File: src/design/mpc_pkg.sv
// Purpose: shared constants and types for the controller-to-PHY link
// Assumes: i_ref_clk is the 125 MHz memory clock; controller cycle is two of them
// Notes:   half-rate only, burst of four, 16-bit memory data, one beat per memory clock
package mpc_pkg;
  localparam int CLK_NS       = 8;                      // 125 MHz reference
  localparam int RATIO        = 2;                      // interface over memory width
  localparam int MEM_DQ_W     = 16;                     // two bytes per memory clock
  localparam int AFI_DQ_W     = RATIO * MEM_DQ_W;       // 32-bit interface word
  localparam int MEM_ADDR_W   = 10;
  localparam int AFI_ADDR_W   = RATIO * MEM_ADDR_W;
  localparam int WLAT_W       = 4;
  localparam int RLAT         = 15;                     // controller cycles
  localparam int CAL_TIME_NS  = 256;                    // calibration run time
  localparam int CAL_CYCLES   = (CAL_TIME_NS + CLK_NS - 1) / CLK_NS;
  localparam int CAL_CNT_W    = 8;
  localparam int FIFO_DEPTH   = 8;
  localparam int BURST_WORDS  = 2;                      // four beats at half rate
  localparam int SYNC_STAGES  = 3;
  localparam logic [WLAT_W-1:0] WLAT_VAL   = 4'h2;      // reported after calibration
  localparam logic [WLAT_W-1:0] WLAT_RST   = 4'h0;
  localparam logic [1:0]        SLICE_ALL  = 2'h3;
  localparam logic [1:0]        SLICE_LO   = 2'h1;
  localparam logic [1:0]        SLICE_HI   = 2'h2;
  localparam logic [1:0]        SLICE_NONE = 2'h0;
  localparam logic [1:0]        CS_IDLE    = 2'h3;      // active low, both slices off

  // row strobe, column strobe, write enable (all active low)
  typedef enum logic [2:0] {
    MPC_CMD_NOP = 3'b111,
    MPC_CMD_WR  = 3'b100,
    MPC_CMD_RD  = 3'b101
  } mpc_cmd_t;

  // one memory-clock beat as it leaves the PHY
  typedef struct packed {
    logic                  cs_n;
    logic [2:0]            cmd;
    logic [MEM_ADDR_W-1:0] addr;
    logic [MEM_DQ_W-1:0]   dq;
    logic                  dq_oe;
    logic                  dqs_en;
  } mpc_beat_t;
endpackage

File: src/design/mpc_afi_if.sv
// Purpose: controller-to-PHY link, one modport per party
// Assumes: controller-driven signals change only on a controller-cycle boundary
// Notes:   two-bit fields carry slice 0 (sent first) and slice 1
`timescale 1ns/1ns
`default_nettype none
interface mpc_afi_if;
  import mpc_pkg::*;
  logic                    afi_tick;     // phase of the controller cycle
  logic                    cal_success;
  logic [WLAT_W-1:0]       wlat;
  logic [AFI_ADDR_W-1:0]   addr;
  logic [1:0]              cs_n;
  logic [1:0]              ras_n;
  logic [1:0]              cas_n;
  logic [1:0]              we_n;
  logic [1:0]              dqs_burst;
  logic [1:0]              wdata_valid;
  logic [AFI_DQ_W-1:0]     wdata;
  logic [1:0]              rdata_en;
  logic [AFI_DQ_W-1:0]     rdata;
  logic                    rdata_valid;

  modport phy (
    output afi_tick, cal_success, wlat, rdata, rdata_valid,
    input  addr, cs_n, ras_n, cas_n, we_n, dqs_burst, wdata_valid, wdata, rdata_en
  );
  modport ctl (
    input  afi_tick, cal_success, wlat, rdata, rdata_valid,
    output addr, cs_n, ras_n, cas_n, we_n, dqs_burst, wdata_valid, wdata, rdata_en
  );
endinterface
`default_nettype wire

File: src/design/mpc_ctl.sv
// Purpose: controller end, issues half-rate writes and reads over the link
// Assumes: one command at a time; write data queued ahead in the FIFO
// Notes:   each command is followed by at least two idle controller cycles
// Notes on behaviour
// - PHY reports write latency after calibration
// - data words align to controller cycles
// - slice zero first, slice one next beat
// - write byte lanes leave lowest first
// - two idle cycles after a read, four after a write
// - strobe burst leads write valid one beat
// - write valid waits write latency after select
// - read enable leads select; both slices high
// - read enable held for whole burst
// - read valid after read latency; capture on it
// - lower half goes to memory first
// - memory takes commands only under select
// - address identical in both slices
// - width ratio two at half rate
`timescale 1ns/1ns
`default_nettype none
module mpc_fifo
  import mpc_pkg::*;
#(
  parameter int W     = AFI_DQ_W,
  parameter int DEPTH = FIFO_DEPTH
) (
  input  wire logic                       i_ref_clk,
  input  wire logic                       i_rstn,
  input  wire logic                       i_valid,
  output logic                            o_ready,
  input  wire logic [W-1:0]               i_data,
  output logic                            o_valid,
  input  wire logic                       i_ready,
  output logic [W-1:0]                    o_data,
  output logic [$clog2(DEPTH):0]          o_level
);
  localparam int PW = $clog2(DEPTH);
  logic [W-1:0] mem_q [DEPTH];
  logic [PW:0]  wp_q, wp_d, rp_q, rp_d;
  logic         push, pop;

  // pointers carry one extra bit so full and empty differ honestly
  assign o_level = wp_q - rp_q;
  assign o_ready = o_level != (PW+1)'(DEPTH);
  assign o_valid = wp_q != rp_q;
  assign o_data  = mem_q[rp_q[PW-1:0]];
  assign push    = i_valid & o_ready;
  assign pop     = o_valid & i_ready;

  always_comb begin
    wp_d = wp_q + (PW+1)'(push);
    rp_d = rp_q + (PW+1)'(pop);
  end

  always_ff @(posedge i_ref_clk or negedge i_rstn) begin
    if (!i_rstn) begin
      wp_q <= '0;
      rp_q <= '0;
    end else begin
      wp_q <= wp_d;
      rp_q <= rp_d;
    end
  end

  // storage needs no reset; only written words are ever read
  always_ff @(posedge i_ref_clk) begin
    if (push) begin
      mem_q[wp_q[PW-1:0]] <= i_data;
    end
  end
endmodule

module mpc_ctl
  import mpc_pkg::*;
(
  input  wire logic                  i_ref_clk,
  input  wire logic                  i_rstn,
  mpc_afi_if.ctl                     afi,
  input  wire logic                  i_cmd_valid,
  input  wire logic                  i_cmd_write,
  input  wire logic [MEM_ADDR_W-1:0] i_cmd_addr,
  output logic                       o_cmd_ack,
  input  wire logic                  i_wdata_valid,
  output logic                       o_wdata_ready,
  input  wire logic [AFI_DQ_W-1:0]   i_wdata,
  output logic [AFI_DQ_W-1:0]        o_rdata,
  output logic                       o_rdata_valid,
  output logic                       o_ready
);
  typedef enum logic [2:0] {
    ST_CAL  = 3'b000,
    ST_IDLE = 3'b001,
    ST_WR   = 3'b010,
    ST_RD   = 3'b011,
    ST_GAP  = 3'b100
  } mpc_state_t;

  mpc_state_t              st_q, st_d;
  logic [WLAT_W-1:0]       cnt_q, cnt_d, wlat_q, wlat_d;
  logic                    ack_q, ack_d, rdy_q, rdy_d;
  logic [AFI_DQ_W-1:0]     rdata_q, rdata_d;
  logic                    rvalid_q, rvalid_d;
  logic [AFI_ADDR_W-1:0]   addr_q, addr_d;
  logic [1:0]              cs_q, cs_d, dqs_q, dqs_d, wv_q, wv_d, ren_q, ren_d;
  logic [2:0]              cmd0_q, cmd0_d, cmd1_q, cmd1_d;
  logic [AFI_DQ_W-1:0]     wdat_q, wdat_d;
  logic                    f_valid, f_pop;
  logic [AFI_DQ_W-1:0]     f_data;
  logic [$clog2(FIFO_DEPTH):0] f_level;

  // back-pressure: o_wdata_ready drops once eight words wait
  mpc_fifo #(.W(AFI_DQ_W), .DEPTH(FIFO_DEPTH)) u_wfifo (
    .i_ref_clk (i_ref_clk),
    .i_rstn    (i_rstn),
    .i_valid   (i_wdata_valid),
    .o_ready   (o_wdata_ready),
    .i_data    (i_wdata),
    .o_valid   (f_valid),
    .i_ready   (f_pop),
    .o_data    (f_data),
    .o_level   (f_level)
  );

  // command sequencer; state moves only on controller-cycle edges
  always_comb begin
    st_d     = st_q;
    cnt_d    = cnt_q;
    wlat_d   = wlat_q;
    ack_d    = 1'b0;
    rdy_d    = rdy_q;
    addr_d   = addr_q;
    cs_d     = cs_q;
    dqs_d    = dqs_q;
    wv_d     = wv_q;
    ren_d    = ren_q;
    cmd0_d   = cmd0_q;
    cmd1_d   = cmd1_q;
    wdat_d   = wdat_q;
    f_pop    = 1'b0;
    rdata_d  = rdata_q;
    rvalid_d = 1'b0;
    // capture only on the PHY's valid, never on a local latency count
    if (afi.afi_tick && afi.rdata_valid) begin
      rdata_d  = afi.rdata;
      rvalid_d = 1'b1;
    end
    if (afi.afi_tick) begin
      cs_d   = CS_IDLE;
      dqs_d  = SLICE_NONE;
      wv_d   = SLICE_NONE;
      ren_d  = SLICE_NONE;
      cmd0_d = MPC_CMD_NOP;
      cmd1_d = MPC_CMD_NOP;
      case (st_q)
        ST_CAL: begin
          if (afi.cal_success) begin
            wlat_d = afi.wlat;
            rdy_d  = 1'b1;
            st_d   = ST_IDLE;
          end
        end
        ST_IDLE: begin
          // a write waits until its whole burst sits in the FIFO
          if (i_cmd_valid && i_cmd_write && f_level >= BURST_WORDS) begin
            addr_d = {i_cmd_addr, i_cmd_addr};
            cs_d   = SLICE_HI;            // select on slice 0 only
            cmd0_d = MPC_CMD_WR;
            cnt_d  = WLAT_W'(1);
            ack_d  = 1'b1;
            st_d   = ST_WR;
          end else if (i_cmd_valid && !i_cmd_write) begin
            addr_d = {i_cmd_addr, i_cmd_addr};
            ren_d  = SLICE_ALL;
            cs_d   = SLICE_LO;            // select on slice 1, one beat later
            cmd1_d = MPC_CMD_RD;
            ack_d  = 1'b1;
            st_d   = ST_RD;
          end
        end
        ST_WR: begin
          cnt_d = cnt_q + 1'b1;
          if (cnt_q == wlat_q - 1'b1) begin
            dqs_d = SLICE_HI;
          end
          if (cnt_q >= wlat_q) begin
            dqs_d  = SLICE_ALL;
            wv_d   = SLICE_ALL;
            wdat_d = f_data;
            f_pop  = 1'b1;
            if (cnt_q == wlat_q + 1'b1) begin
              st_d = ST_GAP;
            end
          end
        end
        ST_RD: begin
          ren_d = SLICE_ALL;
          st_d  = ST_GAP;
        end
        ST_GAP: begin
          st_d = ST_IDLE;
        end
        default: begin
          st_d = ST_CAL;
        end
      endcase
    end
  end

  always_ff @(posedge i_ref_clk or negedge i_rstn) begin
    if (!i_rstn) begin
      st_q     <= ST_CAL;
      cnt_q    <= '0;
      wlat_q   <= WLAT_RST;
      ack_q    <= 1'b0;
      rdy_q    <= 1'b0;
      addr_q   <= '0;
      cs_q     <= CS_IDLE;
      dqs_q    <= SLICE_NONE;
      wv_q     <= SLICE_NONE;
      ren_q    <= SLICE_NONE;
      cmd0_q   <= MPC_CMD_NOP;
      cmd1_q   <= MPC_CMD_NOP;
      wdat_q   <= '0;
      rdata_q  <= '0;
      rvalid_q <= 1'b0;
    end else begin
      st_q     <= st_d;
      cnt_q    <= cnt_d;
      wlat_q   <= wlat_d;
      ack_q    <= ack_d;
      rdy_q    <= rdy_d;
      addr_q   <= addr_d;
      cs_q     <= cs_d;
      dqs_q    <= dqs_d;
      wv_q     <= wv_d;
      ren_q    <= ren_d;
      cmd0_q   <= cmd0_d;
      cmd1_q   <= cmd1_d;
      wdat_q   <= wdat_d;
      rdata_q  <= rdata_d;
      rvalid_q <= rvalid_d;
    end
  end

  // link words are twice the memory width, low half first
  assign afi.addr        = addr_q;
  assign afi.cs_n        = cs_q;
  assign afi.ras_n       = {cmd1_q[2], cmd0_q[2]};
  assign afi.cas_n       = {cmd1_q[1], cmd0_q[1]};
  assign afi.we_n        = {cmd1_q[0], cmd0_q[0]};
  assign afi.dqs_burst   = dqs_q;
  assign afi.wdata_valid = wv_q;
  assign afi.wdata       = wdat_q;
  assign afi.rdata_en    = ren_q;
  assign o_cmd_ack       = ack_q;
  assign o_rdata         = rdata_q;
  assign o_rdata_valid   = rvalid_q;
  assign o_ready         = rdy_q;
endmodule
`default_nettype wire

File: src/flat_wrapper.sv
// flat-port wrapper written by rule: the top's interface ports become plain ports
module mpc_ctl_flat import mpc_pkg::*;
  (i_ref_clk, i_rstn, i_cmd_valid, i_cmd_write, i_cmd_addr, o_cmd_ack, i_wdata_valid, o_wdata_ready, i_wdata, o_rdata, o_rdata_valid, o_ready, afi_afi_tick, afi_cal_success, afi_wlat, afi_rdata, afi_rdata_valid, afi_addr, afi_cs_n, afi_ras_n, afi_cas_n, afi_we_n, afi_dqs_burst, afi_wdata_valid, afi_wdata, afi_rdata_en);
  mpc_afi_if afi_i ();
  input  wire logic i_ref_clk;
  input  wire logic i_rstn;
  input  wire logic i_cmd_valid;
  input  wire logic i_cmd_write;
  input  wire logic [MEM_ADDR_W-1:0] i_cmd_addr;
  output logic o_cmd_ack;
  input  wire logic i_wdata_valid;
  output logic o_wdata_ready;
  input  wire logic [AFI_DQ_W-1:0] i_wdata;
  output logic [AFI_DQ_W-1:0] o_rdata;
  output logic o_rdata_valid;
  output logic o_ready;
  input wire logic [$bits(afi_i.afi_tick)-1:0] afi_afi_tick;
  input wire logic [$bits(afi_i.cal_success)-1:0] afi_cal_success;
  input wire logic [$bits(afi_i.wlat)-1:0] afi_wlat;
  input wire logic [$bits(afi_i.rdata)-1:0] afi_rdata;
  input wire logic [$bits(afi_i.rdata_valid)-1:0] afi_rdata_valid;
  output wire logic [$bits(afi_i.addr)-1:0] afi_addr;
  output wire logic [$bits(afi_i.cs_n)-1:0] afi_cs_n;
  output wire logic [$bits(afi_i.ras_n)-1:0] afi_ras_n;
  output wire logic [$bits(afi_i.cas_n)-1:0] afi_cas_n;
  output wire logic [$bits(afi_i.we_n)-1:0] afi_we_n;
  output wire logic [$bits(afi_i.dqs_burst)-1:0] afi_dqs_burst;
  output wire logic [$bits(afi_i.wdata_valid)-1:0] afi_wdata_valid;
  output wire logic [$bits(afi_i.wdata)-1:0] afi_wdata;
  output wire logic [$bits(afi_i.rdata_en)-1:0] afi_rdata_en;
  assign afi_i.afi_tick = afi_afi_tick;
  assign afi_i.cal_success = afi_cal_success;
  assign afi_i.wlat = afi_wlat;
  assign afi_i.rdata = afi_rdata;
  assign afi_i.rdata_valid = afi_rdata_valid;
  assign afi_addr = afi_i.addr;
  assign afi_cs_n = afi_i.cs_n;
  assign afi_ras_n = afi_i.ras_n;
  assign afi_cas_n = afi_i.cas_n;
  assign afi_we_n = afi_i.we_n;
  assign afi_dqs_burst = afi_i.dqs_burst;
  assign afi_wdata_valid = afi_i.wdata_valid;
  assign afi_wdata = afi_i.wdata;
  assign afi_rdata_en = afi_i.rdata_en;
  mpc_ctl u_core (.i_ref_clk(i_ref_clk), .i_rstn(i_rstn), .afi(afi_i), .i_cmd_valid(i_cmd_valid), .i_cmd_write(i_cmd_write), .i_cmd_addr(i_cmd_addr), .o_cmd_ack(o_cmd_ack), .i_wdata_valid(i_wdata_valid), .o_wdata_ready(o_wdata_ready), .i_wdata(i_wdata), .o_rdata(o_rdata), .o_rdata_valid(o_rdata_valid), .o_ready(o_ready));
endmodule
File: config.mk
export PLATFORM = sky130hd
export DESIGN_NAME = mpc_ctl_flat
export DESIGN_NICKNAME = d
export VERILOG_FILES = /design/src/design/mpc_pkg.sv /design/src/design/mpc_afi_if.sv /design/src/design/mpc_ctl.sv /design/src/flat_wrapper.sv
export SDC_FILE = /design/constraint.sdc
export NUM_CORES = 1
export LEC_CHECK = 0
export BUFFER_PORTS_ARGS = -buffer_cell sky130_fd_sc_hd__buf_2
export CORE_UTILIZATION = 60
export CTS_BUF_LIST = sky130_fd_sc_hd__clkbuf_4
export DETAILED_ROUTE_END_ITERATION = 7
export PLACE_DENSITY_LB_ADDON = 0.15
export SETUP_SLACK_MARGIN = 0.15
export SLEW_MARGIN = 20
export SYNTH_ARGS = -nofsm -noshare
export SYNTH_HDL_FRONTEND = slang
export SYNTH_SLANG_ARGS = --single-unit
File: constraint.sdc
create_clock -name i_ref_clk -period 5.6 [get_ports i_ref_clk]
set_input_delay 1.12 -clock i_ref_clk [delete_from_list [all_inputs] [get_ports i_ref_clk]]
set_output_delay 1.12 -clock i_ref_clk [all_outputs]
set_load 0.005 [all_outputs]
# Yosys cells after proc, flatten, opt, wreduce, memory -nomap -nowiden
# Memory sizes are Yosys's and may differ from the RTL's. A register that Yosys moved wholly into a read port is not among the register bits.
# Index checks and enable logic that the tools add are counted.
# word_totals
register_bits	88
out_inout_bits	102
mem_bits_rw	256
wordCells	90
memories	1
# classes
bitwise_logic	2
add_sub_neg	6
n_reduce_logical	14
muxes	36
order_cmp	2
n_eq_ne	13
# memory_table
memory	depth	word_bits	read_ports	rd_clocked_by_memory_dff	wr	line_no	rtl
u_core.u_wfifo.mem_q	8	32	1	1	1	mpc_ctl.sv:38	logic [W-1:0] mem_q [DEPTH];
# ops
operator	count
2-to-1 mux 20 bit	2
2-to-1 mux 2 bit	12
2-to-1 mux 3 bit	8
case mux 3 bit (5 select lines)	1
AND reduction 3 bit	4
2-to-1 mux 1 bit	10
adder 4 x 1 -> 4 bit	2
adder 4 x 1 -> 4 bit, second input constant	2
equality test 4 bit	2
case mux 4 bit (2 select lines)	1
equality test 3 x 2 -> 1 bit, second input constant	2
inequality test 2 x 1 -> 1 bit, second input constant	3
AND reduction 5 bit	1
>= comparator 4 x 2 -> 1 bit, second input constant	1
>= comparator 4 bit	1
logical AND 1 bit	4
2-to-1 mux 4 bit	1
inequality test 4 bit	1
inequality test 4 bit, second input constant	1
case mux 2 bit (2 select lines)	1
nonzero test 2 bit	2
subtractor 4 x 1 -> 4 bit, second input constant	1
subtractor 4 bit	1
equality test 3 x 1 -> 1 bit, second input constant	1
6 further kinds	8

# Depth between registers and ports, before layout
# Gate-level depths: netlist of run 1.
# logic_depth
ltp_word	6
mapped_depth	11
depth_no_buf	11

# By module
# Synthesis of run 1 repeated with hierarchy kept, for this count alone.
# hier_totals
hier_cells	769
area_unflattened_um2	14300.0
# modules_own_cells
mod	seq_area_each_um2	cells_per_inst	area_per_inst_um2	instances
mpc_fifo	7887.6	491	10202.3	1
mpc_ctl	2329.7	278	4097.7	1

# Worst setup path before layout of run 1
# Ideal clock, no wire load.
# synth_path
kind	register to register
startpoint	register u_core.u_wfifo.rp_q[1]
endpoint	memory u_core.u_wfifo.mem_q[1][0] (netlist bit), enable pin
required_time_ns	5.139
setup_ns	0.461
path_slack_ns	0.604
n_path_buf	2
t_arrival_ns	4.535
stages_incl_launch_ff	10
path_cell_list	dfrtp_1 -> clkbuf_1 -> clkbuf_1 -> inv_1 -> ha_1 -> and3b_1 -> or3_4 -> nand4_1 -> nand3_1 -> nor3_1
# synth_via
elab_chain_len	5
# synth_lines
element	line_no	rtl
start: declaration	mpc_ctl.sv:39	logic [PW:0] wp_q, wp_d, rp_q, rp_d;
start signal: assignment	mpc_ctl.sv:61	rp_q <= rp_d;
subtractor 4 bit	mpc_ctl.sv:43	assign o_level = wp_q - rp_q;
inequality test 4 bit	mpc_ctl.sv:44	assign o_ready = o_level != (PW+1)'(DEPTH);
via o_wdata_ready	flat_wrapper.sv:12	output logic o_wdata_ready;
AND 1 bit	mpc_ctl.sv:47	assign push = i_valid & o_ready;
2-to-1 mux 1 bit	mpc_ctl.sv:67	if (push) begin
2-to-1 mux 1 bit (implied by the code)	mpc_ctl.sv:68	mem_q[wp_q[PW-1:0]] <= i_data;
end: declaration	mpc_ctl.sv:38	
# The timed path passes the listed nets, and every way through them passes these cells.

# Worst setup path after layout of run 1
# layout_path
startpoint	register u_core.u_wfifo.rp_q[0]
endpoint	output port o_wdata_ready
# layout_via
elab_chain_len	2
# layout_lines
element	line_no
subtractor 4 bit	mpc_ctl.sv:43
inequality test 4 bit	mpc_ctl.sv:44
end: declaration	flat_wrapper.sv:12
# No other way between the ends.

==> results.yml, run 1 <==
placement:
  postPlaceCellArea_um2: 15300
  gpl.final_weighted_congestion: 0.805
  placement.setup.worst_slack_ns: 1.48
  port_buffers: 184
  hpwl_um: 16300
yosys:
  synth-seq-area-share_pct: 72.3
  synth_area_um2: 14100
  ys.warnings.count: 0
  netlist-cell-type-count: 43
  post_synth.cell_area_avg_um2: 18.1
  synthCells: 783
  synth_seq_cells: 357
floorplanning:
  core_area_um2: 22800
  die_height_um: 156
  standard_cell_row_count: 55
  ios: 188
  die_width_um: 156
  floorplan.initialDensity_pct: 61.9
  die_area_um2: 24200
detailed_routing:
  route.final.wire_length_um: 27200
  antenna_violating_nets_post_route: 0
  drt_iter0_drc: 422
  routedWlPerCell_um: 19.3
  drt_pre_antenna_iters: 5
  vias: 7708
  remaining_drc_errors: 0
  avgViaCountPerCell: 5.48
clock_network:
  post-cts-setup-buffers: 0
  path_clk_slew_ns: 0.07
  cts.repair.resized: 0
  cts_hold_buf: 0
  max-clock-path-buffers: 3
  clock-root-buffer: "sky130_fd_sc_hd__clkbuf_4"
  tritoncts.num_buffers: 88
  cts.htree.levels: 3
  clock_sink_count: 357
  clock_tree_from_tritoncts: "built"
  insertion_delay_ns: 0.73
timing:
  hold_viol: 0
  setup_total_negative_slack_ns: 0
  fmax_mhz: 244
  setup_viol: 0
  worst_case_setup_margin_in_the_final_layout_ns: 1.50
  worst_skew_ns: 0.0762
  rsz0062_at_grt: "false"
  worstMarginPinSlew_ns: 1.07
  relSlewSlack_pct: 28.2
  post-route-period-util_pct: 73.2
  final_max_slew_viol_count: 0
  final_period_minus_worst_setup_slack_ns: 4.10
setup_path:
  criticalPathCategory: "reg2out"
  critical_path_peak_fanout: 29
  worst_ep_required_time_ns: 4.48
  cp.arrival_ns: 2.98
  crit_path_start_kind: "register"
  worst_setup_path_end_kind: "output pin"
final_layout:
  post_route_cells_drive_above_1_share_pct: 46.5
  num-fill-cells: 1469
  finalNetCount: 1122
  regArea_um2: 10200
  finalInstanceArea_um2: 16700
  multiInputGateArea_um2: 3620
  area_growth_from_synthesis_to_layout_pct: 18.0
grt:
  pin_count_of_the_biggest_net_entering_global_routing: 67
  grt_pass1_wl_um: 42500
  first_global_vias: 8195
  grt-ovfl-total: 0
  number_of_antenna_violations_at_the_first_check_in_global_routing: 2
  grt_use_met1_pct: 29.5
  busiest_layer: "met2"
  globalRouteMet2Util_pct: 40.0
  globalRouteTotalUtil_pct: 23.3
  grt.met3_usage_pct: 4.79
power_and_ir_drop:
  sum_of_internal_switching_and_leakage_power_uw: 8290
  worst_ir_drop_on_vdd_mv: 0.268
  power.leakage_uw: 0.00654
  power_per_cell_area_nw_per_um2: 497
run:
  maxCapViolCount: 0
run_status:
  outcome: "completed"
hold_path:
  min-delay-path-class: "in2async"
-- kinds of logic after synthesis --
logic type	after synthesis	share of synthesized area [%]
simple gates	158	4.84
compound gates	26	1.27
other cells	1	0.0265
fa+ha+maj	15	1.38
flops	357	72.3
xor+xnor	14	0.867
mux	144	16.8
buf+inv	68	2.59
-- path summary, 6_finish.rpt --
kind | slack, ns | cells after the start | startpoint | endpoint
setup / recovery | 1.50 | 7 | u_core.u_wfifo.rp_q[0]$_DFF_PN0_ | o_wdata_ready
hold / removal | 0.38 | 1 | i_rstn | u_core.o_cmd_ack$_DFF_PN0_
setup reg to reg | 1.55 | 9 | u_core.u_wfifo.rp_q[0]$_DFF_PN0_ | u_core.u_wfifo.mem_q[1][5]$_DFFE_PP_
min in group i_ref_clk | 0.48 | 1 | u_core.o_ready$_DFFE_PN0P_ | u_core.o_ready$_DFFE_PN0P_
hold reg to reg | 0.48 | 1 | u_core.o_ready$_DFFE_PN0P_ | u_core.o_ready$_DFFE_PN0P_
max in group asynchronous | 3.90 | 2 | i_rstn | u_core.u_wfifo.rp_q[0]$_DFF_PN0_
-- cells in the final DEF, fill, tap and decap left out, types with 5 or more instances in the layout --
cell type                    n
sky130_fd_sc_hd__nand2_1   104
sky130_fd_sc_hd__a31oi_1     5
sky130_fd_sc_hd__nor2_1      7
sky130_fd_sc_hd__nand3_1    13
sky130_fd_sc_hd__xnor2_1     9
sky130_fd_sc_hd__buf_16      5
sky130_fd_sc_hd__nor2_4      6
sky130_fd_sc_hd__clkinv_1   12
sky130_fd_sc_hd__ha_1       14
sky130_fd_sc_hd__xor2_1      5
sky130_fd_sc_hd__buf_4       8
sky130_fd_sc_hd__edfxtp_1  256
sky130_fd_sc_hd__inv_1      17
sky130_fd_sc_hd__nand2b_1    8
sky130_fd_sc_hd__o21ai_0     8
sky130_fd_sc_hd__mux2_2     72
sky130_fd_sc_hd__mux4_2     64
sky130_fd_sc_hd__buf_2     183
sky130_fd_sc_hd__dfrtp_1    97
sky130_fd_sc_hd__mux2_4      8
sky130_fd_sc_hd__clkbuf_4  139
-- worst max-delay path, stage by stage, from the launching register on --
cell and delay (ns):
sky130_fd_sc_hd__dfrtp_4 0.80, sky130_fd_sc_hd__ha_1 0.27, sky130_fd_sc_hd__inv_1 0.06, sky130_fd_sc_hd__fa_1 0.39
sky130_fd_sc_hd__xnor2_1 0.19, sky130_fd_sc_hd__nor2b_1 0.15, sky130_fd_sc_hd__nand4_1 0.21, sky130_fd_sc_hd__buf_2 0.23
-- synthesized netlist by cell type (all sizes together) --
master | number | area, um^2
o22ai | 2 | 12.5
nor2 | 13 | 48.8
xnor2 | 9 | 78.8
mux2 | 80 | 931
o31a | 1 | 8.76
nand4 | 2 | 12.5
and2 | 2 | 12.5
a31oi | 5 | 31.3
mux4 | 64 | 1440
a221o | 1 | 10.0
clkbuf | 16 | 61.3
fa | 1 | 20.0
and3b | 1 | 8.76
o21ai | 8 | 40.0
a41oi | 1 | 8.76
dfstp | 2 | 52.6
and4b | 1 | 10.0
or3 | 3 | 23.8
a2111oi | 1 | 8.76
conb | 1 | 3.75
nor2b | 3 | 18.8
dfrtp | 99 | 2480
buf | 35 | 241
nor3 | 7 | 40.0
nand3 | 13 | 65.1
nand2 | 105 | 394
a21oi | 4 | 35.0
a21o | 2 | 15.0
edfxtp | 256 | 7690
inv | 17 | 63.8
ha | 14 | 175
o22a | 1 | 8.76
nand2b | 8 | 50.1
xor2 | 5 | 43.8
-- state kept, by name, summed over array words and instances, names as in the netlist --
name                    flops
u_core.u_wfifo.mem_q      256
u_core.afi.wdata           32
u_core.o_rdata             32
u_core.afi.addr            10
u_core.cnt_q                4
u_core.u_wfifo.rp_q         4
u_core.u_wfifo.wp_q         4
u_core.wlat_q               4
u_core.st_q                 3
u_core.afi.cs_n             1
u_core.afi.dqs_burst        1
u_core.afi.rdata_en         1
u_core.afi.wdata_valid      1
u_core.cmd1_q               1
u_core.o_cmd_ack            1
u_core.o_rdata_valid        1
u_core.o_ready              1
-- layer usage --
metal	up-vias	routed length, um
met5	-	13
met4	2	416
met3	43	1530
met2	282	14000
met1	3880	11200
li1	3501	-
-- through the flow --
step / cells / utilization [%] / hold slack, ns
finish: 1406 / 73.0 / 0.377
global route: 1406 / 73.0 / 0.388
CTS: 1400 / 72.4 / 0.349
detailed placement: 1239 / 66.9 / 0.464
global placement: 1238 / 66.9 / 0.453
floorplan: 785 / - / 0.459
-- where the power goes --
group	total [uW]	internal [uW]	leakage [uW]	switching [uW]
combinational	2250	1140	0.00225	1110
sequential	3720	3410	0.00355	302
clock	2330	1310	0.000739	1010
total	8290	5870	0.00654	2420
-- layout make-up --
type                       instances  share of cell area [%]
clock inverter                    22                    1.21
antenna                            1                  0.0150
sequential                       357                    61.3
multi-input combinational        360                    21.7
timing repair buffer             197                    6.80
clock buffer                     139                    6.26
inverter                          17                   0.383
tap                              313                    2.35
No activity file was read; power rests on OpenSTA's default activity.
==> run 2, diff against run 1 <==
==> constraint.sdc (replaced) <==
create_clock -name i_ref_clk -period 4 [get_ports i_ref_clk]
set_input_delay 0.8 -clock i_ref_clk [delete_from_list [all_inputs] [get_ports i_ref_clk]]
set_output_delay 0.8 -clock i_ref_clk [all_outputs]
set_load 0.005 [all_outputs]
==> results.yml, run 2 (synthesis gave the netlist of run 1 again) <==
power_and_ir_drop:
  worst_ir_drop_on_vdd_mv: 0.387
  power.leakage_uw: 0.00650
  power_per_cell_area_nw_per_um2: 684
  sum_of_internal_switching_and_leakage_power_uw: 11400
floorplanning:
  floorplan.initialDensity_pct: 61.9
  die_width_um: 156
  ios: 188
  die_area_um2: 24200
  core_area_um2: 22800
  die_height_um: 156
  standard_cell_row_count: 55
timing:
  post-route-period-util_pct: 85.4
  final_max_slew_viol_count: 0
  relSlewSlack_pct: 30.5
  worstMarginPinSlew_ns: 1.04
  worst_skew_ns: 0.0559
  setup_viol: 0
  final_period_minus_worst_setup_slack_ns: 3.42
  rsz0062_at_grt: "false"
  worst_hold_slack_ns: 0.185
  fmax_mhz: 293
  hold_viol: 0
detailed_routing:
  route.final.wire_length_um: 27200
  vias: 7697
  antenna_violating_nets_post_route: 0
  remaining_drc_errors: 0
  routedWlPerCell_um: 19.3
  drt_pre_antenna_iters: 5
  avgViaCountPerCell: 5.45
  drt_iter0_drc: 461
clock_network:
  clock_sink_count: 357
  cts.htree.levels: 3
  cts_hold_buf: 0
  tritoncts.num_buffers: 88
  insertion_delay_ns: 0.69
  clock-root-buffer: "sky130_fd_sc_hd__clkbuf_4"
  cts.repair.resized: 0
  path_clk_slew_ns: 0.06
  max-clock-path-buffers: 3
  post-cts-setup-buffers: 0
  clock_tree_from_tritoncts: "built"
grt:
  number_of_antenna_violations_at_the_first_check_in_global_routing: 1
  grt-ovfl-total: 0
  globalRouteTotalUtil_pct: 23.7
  pin_count_of_the_biggest_net_entering_global_routing: 67
  grt_pass1_wl_um: 43000
  first_global_vias: 8126
final_layout:
  finalInstanceArea_um2: 16600
  layout.cells.most_common: "sky130_fd_sc_hd__edfxtp_1"
  finalNetCount: 1126
  layout.cells.most_common_list: "sky130_fd_sc_hd__edfxtp_1 (256), sky130_fd_sc_hd__buf_2 (183), sky130_fd_sc_hd__clkbuf_4 (135), sky130_fd_sc_hd__nand2_1 (104), sky130_fd_sc_hd__dfrtp_1 (97)"
  area_growth_from_synthesis_to_layout_pct: 17.4
  post_layout_nonfiller_instances: 1411
  post_route_cells_drive_above_1_share_pct: 46.0
  number_of_flip_flops_under_the_largest_register_name: 256
hold_path:
  min-delay-path-class: "in2async"
setup_path:
  worst-r2r-setup-slack_ns: 0.66
  worst_setup_path_end_kind: "output pin"
  cp.arrival_ns: 2.62
  critical_path_peak_fanout: 8
  worst_ep_required_time_ns: 3.20
  crit_path_start_kind: "register"
  criticalPathCategory: "reg2out"
placement:
  placedCellCount: 1248
  postPlaceCellArea_um2: 15400
  port_buffers: 184
  hpwl_um: 16500
  gpl.final_weighted_congestion: 0.797
run:
  maxCapViolCount: 0
run_status:
  outcome: "completed"
[run 2: cell count changes in the layout (fill, tap and decap cells not counted), sizes merged]
| cell | change |
|---|---|
| buf | +4 |
| bufinv | -3 |
| clkbuf | -4 |
| clkinv | +7 |
| clkinvlp | +1 |
[run 2: final timing paths]
path,from,endpoint,cells past startpoint
max in group asynchronous,i_rstn,u_core.o_rdata[16]$_DFFE_PN0P_,2
max,u_core.u_wfifo.wp_q[2]$_DFF_PN0_,o_wdata_ready,5
min reg2reg,u_core.o_ready$_DFFE_PN0P_,u_core.o_ready$_DFFE_PN0P_,1
min,i_rstn,u_core.o_rdata[31]$_DFFE_PN0P_,1
min in group i_ref_clk,i_cmd_addr[1],u_core.afi.addr[11]$_DFFE_PN0P_,2
max reg2reg,u_core.u_wfifo.wp_q[2]$_DFF_PN0_,u_core.u_wfifo.mem_q[0][9]$_DFFE_PP_,7
[run 2: layer usage]
layer  track usage (%)  wire length [um]
met5                 0                13
met4              9.76               514
met3              4.93              1730
met2              39.7             13800
met1              30.4             11100
[run 2: report_power, final]
group / total [uW] / switching, uW / internal, uW / leakage [uW]
Sequential: 5140 / 361 / 4780 / 0.00355
Combinational: 3230 / 1630 / 1600 / 0.00226
Clock: 2980 / 1370 / 1610 / 0.000687
Total: 11400 / 3370 / 7980 / 0.00650
[run 2: area by class of cell]
type,count,area (um^2)
Antenna cell,1,2.50
Clock buffer,135,1010
Clock inverter,27,139
Fill cell,1481,6250
Inverter,17,63.8
Multi-Input combinational cell,360,3640
Sequential cell,357,10200
Tap cell,313,392
Timing Repair Buffer,201,1130
[run 2: worst max-delay path, cell delays in order, from the launching register on]
cell,delay [ns]
sky130_fd_sc_hd__dfrtp_1,0.51
sky130_fd_sc_hd__ha_1,0.41
sky130_fd_sc_hd__and3b_1,0.20
sky130_fd_sc_hd__o21ai_0,0.38
sky130_fd_sc_hd__nand4_1,0.25
sky130_fd_sc_hd__buf_2,0.22
[run 2: stage by stage]
stage / setup WS (ns) / TNS [ns] / utilization (%)
2_1_floorplan: -0.145 / -28.90 / -
3_3_place_gp: 0.759 / 0 / 67.6
3_5_place_dp: 0.640 / 0 / 67.6
4_1_cts: 0.538 / 0 / 72.6
5_1_grt: 0.421 / 0 / 72.6
6_report: 0.582 / 0 / 72.6
==> run 3, diff against run 2 <==
--- a/config.mk
+++ b/config.mk
@@ -6,7 +6,7 @@
 export NUM_CORES = 1
 export LEC_CHECK = 0
 export BUFFER_PORTS_ARGS = -buffer_cell sky130_fd_sc_hd__buf_2
-export CORE_UTILIZATION = 60
+export CORE_UTILIZATION = 55
 export CTS_BUF_LIST = sky130_fd_sc_hd__clkbuf_4
 export DETAILED_ROUTE_END_ITERATION = 7
 export PLACE_DENSITY_LB_ADDON = 0.15
==> results.yml, run 3 (synthesis gave the netlist of run 1 again) <==
clock_network:
  clock_sink_count: 357
  clock_tree_from_tritoncts: "built"
  post-cts-setup-buffers: 0
  cts.htree.levels: 3
  cts.repair.resized: 0
  max-clock-path-buffers: 3
  cts_hold_buf: 0
  tritoncts.num_buffers: 89
  insertion_delay_ns: 0.69
  clock-root-buffer: "sky130_fd_sc_hd__clkbuf_4"
  path_clk_slew_ns: 0.07
timing:
  rsz0062_at_grt: "false"
  setup_total_negative_slack_ns: 0
  setup_viol: 0
  relSlewSlack_pct: 36.2
  fmax_mhz: 297
  worstMarginPinSlew_ns: 0.957
  worst_skew_ns: 0.0581
  final_max_slew_viol_count: 0
  final_period_minus_worst_setup_slack_ns: 3.36
  hold_viol: 0
  post-route-period-util_pct: 84.1
detailed_routing:
  avgViaCountPerCell: 5.33
  drt_pre_antenna_iters: 5
  antenna_violating_nets_post_route: 0
  routedWlPerCell_um: 18.4
  remaining_drc_errors: 0
  vias: 7623
  route.final.wire_length_um: 26400
  drt_iter0_drc: 348
floorplanning:
  standard_cell_row_count: 58
  core_area_um2: 25200
  die_height_um: 162
  ios: 188
  die_area_um2: 26400
  die_width_um: 162
  floorplan.initialDensity_pct: 56.2
grt:
  grt-ovfl-total: 0
  first_global_vias: 7880
  number_of_antenna_violations_at_the_first_check_in_global_routing: 2
  pin_count_of_the_biggest_net_entering_global_routing: 67
  globalRouteTotalUtil_pct: 20.6
  grt_pass1_wl_um: 40900
placement:
  port_buffers: 184
  postPlaceCellArea_um2: 15500
  gpl.final_weighted_congestion: 0.806
  hpwl_um: 15900
final_layout:
  layout.cells.most_common_list: "sky130_fd_sc_hd__edfxtp_1 (256), sky130_fd_sc_hd__buf_2 (183), sky130_fd_sc_hd__clkbuf_4 (148), sky130_fd_sc_hd__nand2_1 (105), sky130_fd_sc_hd__dfrtp_1 (97)"
  finalInstanceArea_um2: 16600
  layout.cells.most_common: "sky130_fd_sc_hd__edfxtp_1"
  post_route_cells_drive_above_1_share_pct: 46.9
  num-fill-cells: 1867
  number_of_flip_flops_under_the_largest_register_name: 256
  area_growth_from_synthesis_to_layout_pct: 17.7
  finalNetCount: 1129
setup_path:
  worstSetupStartpoint: "u_core.u_wfifo.wp_q[1]$_DFF_PN0_"
  regToRegStartpoint: "u_core.u_wfifo.wp_q[1]$_DFF_PN0_"
  criticalPathCategory: "reg2out"
  critical_path.cell_chain: "ha_1, and3b_1, o21ai_0, nand4_1, buf_2"
  worst_setup_path_end_kind: "output pin"
  critical_path.slowest_cell: "sky130_fd_sc_hd__dfrtp_1"
  r2r-end: "u_core.u_wfifo.mem_q[5][28]$_DFFE_PP_"
  cp.arrival_ns: 2.56
  worst-r2r-setup-slack_ns: 0.93
  crit_path_start_kind: "register"
  worst_path_largest_cell_delay_ns: 0.60
  depth_of_the_worst_register_to_register_path: 7
  worst_ep_required_time_ns: 3.20
  critical_path_peak_fanout: 9
hold_path:
  min-delay-path-class: "in2async"
power_and_ir_drop:
  worst_ir_drop_on_vdd_mv: 0.365
  power.leakage_uw: 0.00653
  power_per_cell_area_nw_per_um2: 681
run_status:
  outcome: "completed"
run:
  maxCapViolCount: 0
==> run 3: cell types whose count changed in the layout (fill, tap and decap cells not counted) <==
cell,delta
sky130_fd_sc_hd__clkbuf_4,+13
sky130_fd_sc_hd__clkinv_1,-9
sky130_fd_sc_hd__buf_4,+3
sky130_fd_sc_hd__clkinv_2,-2
sky130_fd_sc_hd__buf_12,-1
sky130_fd_sc_hd__bufinv_16,-1
sky130_fd_sc_hd__nand2_1,+1
sky130_fd_sc_hd__nand2_2,-1
==> run 3: layout make-up <==
type	instances	area [um^2]	share of cell area (%)
Antenna cell	1	2.50	0.0150
Clock buffer	148	1110	6.68
Clock inverter	15	65.1	0.391
Inverter	17	63.8	0.383
Multi-Input combinational cell	360	3630	21.8
Sequential cell	357	10200	61.4
Tap cell	330	413	2.48
Timing Repair Buffer	203	1130	6.78
==> run 3: worst max-delay path by stage <==
stage                                            endpoint  slack [ns]
floorplan            u_core.u_wfifo.mem_q[7][0]$_DFFE_PP_       -0.14
global placement    u_core.u_wfifo.mem_q[5][21]$_DFFE_PP_        0.96
detailed placement  u_core.u_wfifo.mem_q[5][28]$_DFFE_PP_        0.90
CTS                                         o_wdata_ready        0.58
global route                                o_wdata_ready        0.39
finish                                      o_wdata_ready        0.64
==> run 3: where the power goes <==
group	internal, uW	leakage [uW]	switching [uW]	total [uW]
sequential	4780	0.00355	341	5120
combinational	1580	0.00227	1600	3180
clock	1660	0.000711	1370	3030
==> run 3: critical path, delay by kind of cell (launching register included) <==
family,cells,cell delay (ns)
adders and majority gates,1,0.32
DFF,1,0.60
and+or+nand+nor,2,0.44
AOI/OAI and AO/OA,1,0.36
buffers and inverters,1,0.21
==> run 3: per-stage QoR <==
step / power, uW / utilization [%] / hold slack, ns / worst slack [ns] / std cells
floorplan: 7400 / - / 0.459 / -0.145 / 785
global placement: 8380 / 61.4 / 0.445 / 0.960 / 1267
detailed placement: 8450 / 61.4 / 0.474 / 0.897 / 1267
CTS: 11500 / 66.1 / 0.170 / 0.584 / 1430
global route: 12000 / 66.1 / 0.218 / 0.385 / 1431
finish: 11300 / 66.1 / 0.192 / 0.636 / 1431
==> run 3: routing by layer <==
metal	up-vias	part of all wire [%]	global-route usage (%)
met1	3838	42	25.3
met4	2	1.6	8.49
met5	-	0.030	0
met3	43	5.2	4.51
met2	232	51	35.4
li1	3508	-	-
